### src/common/cell_cluster_pkg.sv
`default_nettype none
package cell_cluster_pkg;
    // ---------------------------------------------------------------
    // geometry and register port
    // ---------------------------------------------------------------
    localparam int CELLS  = 8;
    localparam int LUT_W  = 16;
    localparam int ADDR_W = 8;
    localparam int DATA_W = 32;
    localparam int CFG_W  = 8;
    // ---------------------------------------------------------------
    // offsets
    // ---------------------------------------------------------------
    localparam logic [ADDR_W-1:0] LUT_BASE  = 8'h00;
    localparam logic [ADDR_W-1:0] CFG_BASE  = 8'h20;
    localparam logic [ADDR_W-1:0] STAT_ADDR = 8'h40;
    localparam logic [ADDR_W-1:0] PIN_ADDR  = 8'h44;
    // ---------------------------------------------------------------
    // cell configuration fields
    // ---------------------------------------------------------------
    localparam int CFG_MODE_LSB   = 0;
    localparam int CFG_FF_LSB     = 2;
    localparam int CFG_BYPASS     = 4;
    localparam int CFG_CARRY_SEL  = 5;
    localparam int CFG_CASC_OR    = 6;
    localparam int CFG_CASC_START = 7;
    localparam int PIN_OUT_REG    = 0;
    // ---------------------------------------------------------------
    // reset values
    // ---------------------------------------------------------------
    localparam logic [LUT_W-1:0] LUT_RST = 16'h0000;
    localparam logic [CFG_W-1:0] CFG_RST = 8'h90;
    localparam logic             PIN_RST = 1'h0;
    // ---------------------------------------------------------------
    // modes and flip-flop kinds
    // ---------------------------------------------------------------
    typedef enum logic [3:0] {
        MODE_NORMAL = 4'b0001,
        MODE_ARITH  = 4'b0010,
        MODE_UPDN   = 4'b0100,
        MODE_CLRCNT = 4'b1000
    } mode_type;
    typedef enum logic [1:0] {
        FF_D  = 2'h0,
        FF_T  = 2'h1,
        FF_JK = 2'h2,
        FF_SR = 2'h3
    } ff_type;
    function automatic mode_type mode_of(input logic [1:0] code);
        case (code)
            2'h1:    mode_of = MODE_ARITH;
            2'h2:    mode_of = MODE_UPDN;
            2'h3:    mode_of = MODE_CLRCNT;
            default: mode_of = MODE_NORMAL;
        endcase
    endfunction : mode_of
endpackage : cell_cluster_pkg
`default_nettype wire

### src/hw/cell_cluster.sv
`timescale 1ns/100ps
`default_nettype none
module cell_cluster (
    // clock and reset
    input  wire logic                                   clock,
    input  wire logic                                   arst_n,
    // register port
    input  wire logic [cell_cluster_pkg::ADDR_W-1:0]    reg_addr,
    input  wire logic [cell_cluster_pkg::DATA_W-1:0]    reg_wdata,
    input  wire logic                                   reg_wr,
    input  wire logic                                   reg_rd,
    output logic      [cell_cluster_pkg::DATA_W-1:0]    reg_rdata_q,
    // cell data, four per cell
    input  wire logic [4*cell_cluster_pkg::CELLS-1:0]   cell_data,
    // chain links
    input  wire logic                                   carry_in,
    input  wire logic                                   cascade_in,
    output logic                                        carry_out_q,
    output logic                                        cascade_out_q,
    // shared cluster controls
    input  wire logic                                   ctrl_clock_en,
    input  wire logic                                   ctrl_clear_n,
    input  wire logic                                   ctrl_preset_n,
    // cell outputs
    output logic      [cell_cluster_pkg::CELLS-1:0]     cell_output_q,
    // pin cell
    input  wire logic                                   pin_in,
    output logic                                        pin_out_q,
    output logic                                        pin_oe_q,
    output logic                                        pin_data_q
);
    import cell_cluster_pkg::*;

    // ---------------------------------------------------------------
    // reset release
    // ---------------------------------------------------------------
    logic rst_meta_q;
    logic rst_n;
    always_ff @(posedge clock or negedge arst_n) begin
        if (!arst_n) begin
            rst_meta_q <= 1'b0;
            rst_n      <= 1'b0;
        end else begin
            rst_meta_q <= 1'b1;
            rst_n      <= rst_meta_q;
        end
    end

    // ---------------------------------------------------------------
    // configuration store
    // ---------------------------------------------------------------
    logic [LUT_W-1:0]  lut_q [CELLS];
    logic [LUT_W-1:0]  lut_d [CELLS];
    logic [CFG_W-1:0]  cfg_q [CELLS];
    logic [CFG_W-1:0]  cfg_d [CELLS];
    logic              pin_cfg_q;
    logic              pin_cfg_d;
    logic [DATA_W-1:0] rdata_d;
    logic [CELLS-1:0]  ff_q;
    logic [CELLS-1:0]  out_w;
    logic [CELLS-1:0]  comb_w;
    logic [CELLS:0]    carry_w;
    logic [CELLS:0]    casc_w;
    logic              word_ok;
    logic [2:0]        sel;

    always_comb begin
        word_ok   = (reg_addr[1:0] == 2'h0);
        sel       = reg_addr[4:2];
        lut_d     = lut_q;
        cfg_d     = cfg_q;
        pin_cfg_d = pin_cfg_q;
        rdata_d   = '0;
        if (reg_wr && word_ok) begin
            if (reg_addr[7:5] == LUT_BASE[7:5]) begin
                lut_d[sel] = reg_wdata[LUT_W-1:0];
            end else if (reg_addr[7:5] == CFG_BASE[7:5]) begin
                cfg_d[sel] = reg_wdata[CFG_W-1:0];
            end else if (reg_addr == PIN_ADDR) begin
                pin_cfg_d = reg_wdata[PIN_OUT_REG];
            end
        end
        if (reg_rd && word_ok) begin
            if (reg_addr[7:5] == LUT_BASE[7:5]) begin
                rdata_d[LUT_W-1:0] = lut_q[sel];
            end else if (reg_addr[7:5] == CFG_BASE[7:5]) begin
                rdata_d[CFG_W-1:0] = cfg_q[sel];
            end else if (reg_addr == STAT_ADDR) begin
                rdata_d[2*CELLS:0] = {pin_data_q, ff_q, cell_output_q};
            end else if (reg_addr == PIN_ADDR) begin
                rdata_d[PIN_OUT_REG] = pin_cfg_q;
            end
        end
    end

    always_ff @(posedge clock or negedge rst_n) begin
        if (!rst_n) begin
            for (int k = 0; k < CELLS; k++) begin
                lut_q[k] <= LUT_RST;
                cfg_q[k] <= CFG_RST;
            end
            pin_cfg_q   <= PIN_RST;
            reg_rdata_q <= '0;
        end else begin
            lut_q       <= lut_d;
            cfg_q       <= cfg_d;
            pin_cfg_q   <= pin_cfg_d;
            reg_rdata_q <= rdata_d;
        end
    end

    // ---------------------------------------------------------------
    // logic cells
    // ---------------------------------------------------------------
    // links bypass any local routing: straight cell to cell
    assign carry_w[0] = carry_in;
    assign casc_w[0]  = cascade_in;

    for (genvar i = 0; i < CELLS; i++) begin : g_cell
        mode_type   mode;
        ff_type     kind;
        logic [3:0] d;
        logic [3:0] idx;
        logic       cin;
        logic       casc;
        logic       lut;
        logic       cout;
        logic       comb;
        logic       ff_d;
        logic       out_d;
        always_comb begin
            d    = cell_data[4*i +: 4];
            mode = mode_of(cfg_q[i][CFG_MODE_LSB +: 2]);
            kind = ff_type'(cfg_q[i][CFG_FF_LSB +: 2]);
            cin  = carry_w[i];
            // identity: 1 for AND, 0 for OR
            casc = cfg_q[i][CFG_CASC_START] ? ~cfg_q[i][CFG_CASC_OR] : casc_w[i];
            case (mode)
                MODE_NORMAL: idx = {cfg_q[i][CFG_CARRY_SEL] ? cin : d[3], d[2:0]};
                MODE_ARITH:  idx = {1'b0, cin, d[1:0]};
                MODE_UPDN:   idx = {1'b0, cin, ff_q[i], d[0]};
                MODE_CLRCNT: idx = {1'b0, cin, ff_q[i], d[0]};
                default:     idx = d;
            endcase
            lut  = lut_q[i][idx];
            // upper table half forms the carry in arithmetic and counting modes
            cout = (mode == MODE_NORMAL) ? cin : lut_q[i][{1'b1, idx[2:0]}];
            // OR is AND with inverted inputs and output
            comb = cfg_q[i][CFG_CASC_OR] ? ~(~lut & ~casc) : (lut & casc);
            ff_d = ff_q[i];
            if (!ctrl_clear_n) begin
                ff_d = 1'b0;
            end else if (!ctrl_preset_n) begin
                ff_d = 1'b1;
            end else if (ctrl_clock_en) begin
                case (kind)
                    FF_D:    ff_d = comb;
                    FF_T:    ff_d = ff_q[i] ^ comb;
                    FF_JK:   ff_d = comb ? (~d[3] | ~ff_q[i]) : (~d[3] & ff_q[i]);
                    FF_SR:   ff_d = comb | (~d[3] & ff_q[i]);
                    default: ff_d = ff_q[i];
                endcase
            end
            out_d = cfg_q[i][CFG_BYPASS] ? comb : ff_q[i];
        end
        assign carry_w[i+1] = cout;
        assign casc_w[i+1]  = comb;
        assign comb_w[i]    = comb;
        assign out_w[i]     = out_d;
        always_ff @(posedge clock or negedge rst_n) begin
            if (!rst_n) begin
                ff_q[i]          <= 1'b0;
                cell_output_q[i] <= 1'b0;
            end else begin
                ff_q[i]          <= ff_d;
                cell_output_q[i] <= out_d;
            end
        end
    end

    // ---------------------------------------------------------------
    // chain ends and pin cell
    // ---------------------------------------------------------------
    logic pin_out_d;
    logic pin_oe_d;
    logic pin_data_d;
    always_comb begin
        pin_out_d  = pin_out_q;
        pin_data_d = pin_data_q;
        pin_oe_d   = pin_cfg_q;
        // a separate flop for each direction; the unused one holds its value
        if (pin_cfg_q) begin
            pin_out_d = out_w[0];
        end else begin
            pin_data_d = pin_in;
        end
    end

    always_ff @(posedge clock or negedge rst_n) begin
        if (!rst_n) begin
            carry_out_q   <= 1'b0;
            cascade_out_q <= 1'b0;
            pin_out_q     <= 1'b0;
            pin_oe_q      <= 1'b0;
            pin_data_q    <= 1'b0;
        end else begin
            carry_out_q   <= carry_w[CELLS];
            cascade_out_q <= casc_w[CELLS];
            pin_out_q     <= pin_out_d;
            pin_oe_q      <= pin_oe_d;
            pin_data_q    <= pin_data_d;
        end
    end
endmodule : cell_cluster
`default_nettype wire

### config.mk
export PLATFORM = sky130hd
export DESIGN_NAME = cell_cluster
export DESIGN_NICKNAME = d
export VERILOG_FILES = /design/src/common/cell_cluster_pkg.sv /design/src/hw/cell_cluster.sv
export SDC_FILE = /design/constraint.sdc
export NUM_CORES = 1
export LEC_CHECK = 0
export BUFFER_PORTS_ARGS = -buffer_cell sky130_fd_sc_hd__buf_2
export CORE_ASPECT_RATIO = 1.2
export CORE_MARGIN = 1.5
export CORE_UTILIZATION = 55
export DETAILED_ROUTE_END_ITERATION = 10
export HOLD_SLACK_MARGIN = 0.15
export PLACE_DENSITY_LB_ADDON = 0.12
export SLEW_MARGIN = 20
export SYNTH_ARGS = -nofsm -noshare
export SYNTH_HDL_FRONTEND = slang
export SYNTH_SLANG_ARGS = --single-unit
### constraint.sdc
create_clock -name clock -period 21.3 [get_ports clock]
set_clock_uncertainty 0.2 [all_clocks]
set_input_delay 1.065 -clock clock [delete_from_list [all_inputs] [get_ports clock]]
set_output_delay 1.065 -clock clock [all_outputs]
set_load 0.05 [all_outputs]
==> summary.txt <==
Power and ir drop
  • Seq pwr share: 0.444
  • PwrDens: 77.1 mW/mm²
  • Clock power frac: 0.429
  • Leak: 6.56 nW
  • Tot Pwr: 1.10 mW
  • Psw: 0.286 mW
  • Int Pwr: ~0.8 mW
  • Combinational power share: 0.127
  • Peak VDD IR: ~63 µV
  • Switching power share of the total: 0.260

Clocking
  • Post-CTS setup buffer count: 0
  • CTS Root Cell: clkbuf_16
  • Worst skew pair latency: 530 ps
  • TritonCTS Buffers: 25
  • CTS sink count: roughly 230
  • Post-CTS Resized: 0
  • CTS tree: yes
  • Clock transition at path regs: about 60 ps
  • H-tree levels: 1
  • Clk buf depth: 3

Drt
  • Wirelength per Cell: ~26 µm
  • Post-route DRC: 0
  • Drt first-iter violations: approximately 570
  • Pre-Repair DR Iteration Count: 5
  • DRT Wirelength: 35,200 µm
  • DR vias: approximately 8,900
  • Detail Route Antenna Nets: 0
  • Vias/cell: approximately 6.4

Floorplan
  • # rows: 60
  • Die Y: 169 µm
  • Core footprint: between 0.02 and 0.025 mm²
  • I/O pin count: between 100 and 150
  • Die X: 141 µm
  • Die Area: 0.0239 mm²
  • Initial core utilization: 0.563

STA
  • Unrepaired setup endpoints after global routing: false
  • Fmax: 174 MHz
  • Worst Hold Slack: ~150 ps
  • Fin Setup TNS: 0 ps
  • Pins Over Slew Limit: 0
  • Hold Vio Cnt, Final: 0
  • Slew @ Worst Pin: 1100 ps
  • Setup WS post-layout: roughly 16,000 ps
  • Period utilization: 0.269
  • Fin crit period: 5740 ps
  • Setup Viol. Count Final: 0
  • Slew HR: 0.265

Global routing
  • Largest net degree at the start of global routing: 77
  • Tot GR Track Use: 0.303
  • First-pass GRT wire length: 53,700 µm
  • Vias in the first global route: a little under 9,000
  • Initial antenna violation count: 1
  • Grt total ovfl: 0

Yosys
  • Number of synthesized flops with an enable pin: 0
  • Synth warn: 0
  • Largest area contributor in the netlist: dfrtp_1
  • Post-synth top cells: dfrtp_1, mux2_2, nand2_1
  • Most numerous cell in the Yosys netlist: dfrtp_1
  • Synth top area cells: dfrtp_1, mux2_2, mux4_2, dfstp_2, nand2_1
  • Most common flop cell mapped by yosys: dfrtp_1
  • Post-synth ARST share: 1.00
  • Post-Syn Area: 0.0126 mm²
  • Netlist cell types: 71
  • Register area share after synthesis: 0.463
  • Cell count after synthesis: between 900 and 1,000
  • #FFs+latches synth: around 230
  • Synthesized area per cell: 12.7 µm²
  • Post-synth top area share: 0.430

Cells and area
  • Synth-to-Final Area Change: 12.6%
  • Nets: around 1,200
  • Filler cells: roughly 1,800
  • Post-route cell area: 0.0142 mm²
  • Layout cells sized above 1: 0.422
  • Post-route insts no fill: about 1,400
  • Post-layout util: 0.634

Place
  • RePlAce Congestion: 0.902
  • IO buf count: 95
  • Post-DP HPWL: 24,900 µm
  • Pre-CTS WS: 15,070 ps
  • Placed cell count: 1,327
  • Placed instance area: 0.0133 mm²

Critical path
  • Worst Path Arrival: 5930 ps
  • CP required: 21,490 ps
  • Crit path max-delay family: simple AND/OR/NAND/NOR gates
  • Critical Path Sink Type: flop
  • Max FO, Critical Path: 7
  • Crit Path Category: in -> reg
  • CP cell instances: buf_2 > mux4_2 > a211oi_2 > o32ai_4 > and3_1 > or4_1 > and3_4 > or4_1 > and3_4 > o311a_1 > a2111o_1 > and2_4 > o2111a_1 > o31ai_2 > a221oi_2
  • CP bufs+invs: 1
  • Slowest-stage cell, CP: or4_1
  • Crit-path max cell delay: 660 ps
  • Crit path launch type: input pin

Outcome
  • Run status: finished clean

Run
  • Max_cap viols: 0

Worst hold path
  • Hold crit path type: reg -> reg
metal layers:
metal | routed length [µm] | GRT usage | part of all wire | vias up
li1 | - | - | - | 3906
met1 | 14700 | 0.416 | 0.42 | 4603
met2 | 17200 | 0.499 | 0.49 | 286
met3 | 2290 | 0.0487 | 0.065 | 63
met4 | 945 | 0.0906 | 0.027 | 0
met5 | 0 | 0 | 0 | -
power by group through the flow:
stage	Clock [mW]	Sequential, mW	Combinational (mW)
after floorplan	0	0.498	0.0890
final	0.470	0.487	0.139
after global routing	0.495	0.489	0.150
after detailed placement	0	0.495	0.137
after global placement	0	0.494	0.135
after CTS	0.476	0.486	0.139
layout by cell type (no fill, tap or decap), drive strengths merged, types with 3 or more instances in the layout:
cell	netlist	layout
o211ai	4	4
a21o	3	3
xor2	5	5
nand4	4	4
clkbuf	36	34
nor2b	10	10
and3	5	5
nor2	43	43
or2	7	7
a311oi	6	6
dfrtp	217	217
o31a	3	3
dfstp	16	16
nor3	7	7
a31o	5	5
a21oi	15	15
mux4	78	78
nor4	5	5
buf	26	106
a211oi	11	11
nand2b	4	4
a22oi	13	13
a31oi	20	20
inv	24	24
conb	2	16
nand2	95	95
o31ai	5	5
bufinv	0	5
and2	7	7
clkinv	0	5
o221ai	4	4
nand3	18	18
o211a	3	3
a221oi	3	3
o21ai	32	32
mux2	199	199
mux2i	25	25
timing repair:
item	in CTS	in global routing
endpoints found under the hold margin	25	0
setup endpoints to repair	0	0
hold buffers	3	0
layout make-up:
cell class	instances	area, µm²	share of cell area
multi-input cells	686	6460	0.454
repair buffers	108	578	0.0406
clock buffers	34	699	0.0492
diodes	2	5.00	0.000352
inverters	24	90.1	0.00633
flip-flops and latches	233	5850	0.412
clock inverters	11	183	0.0128
well taps	279	349	0.0245
state kept, by name (all words and copies together) (netlist names), 8 cells and up:
signal and cells:
cell_output_q 8, cfg_q 64, ff_q 8, lut_q 128, reg_rdata_q 17
cells by family (layout without fill, tap and decap cells):
logic type,count (synthesis),after routing,synth area share
buf+inv,86,177,0.0302
simple gates,214,214,0.0793
mux,302,302,0.337
compound gates,147,147,0.0846
flops,233,233,0.463
other cells,2,18,0.000595
xor+xnor,7,7,0.00485
final timing paths:
path                                           start                endpoint  slack, ps  cells past startpoint
worst max-delay path                    cell_data[4]     ff_q[7]$_DFFE_PN0P_      15560                     15
worst min-delay path            rst_meta_q$_DFF_PN0_         rst_n$_DFF_PN0_        150                      0
worst max register to register   ff_q[0]$_DFFE_PN0P_     ff_q[7]$_DFFE_PN0P_      15610                     15
worst min register to register  rst_meta_q$_DFF_PN0_         rst_n$_DFF_PN0_        150                      0
max in group asynchronous            rst_n$_DFF_PN0_  lut_q[116]$_DFFE_PN0P_      18180                      3
min in group asynchronous            rst_n$_DFF_PN0_   lut_q[38]$_DFFE_PN0P_        220                      1
(Power assumes the default switching activity.)
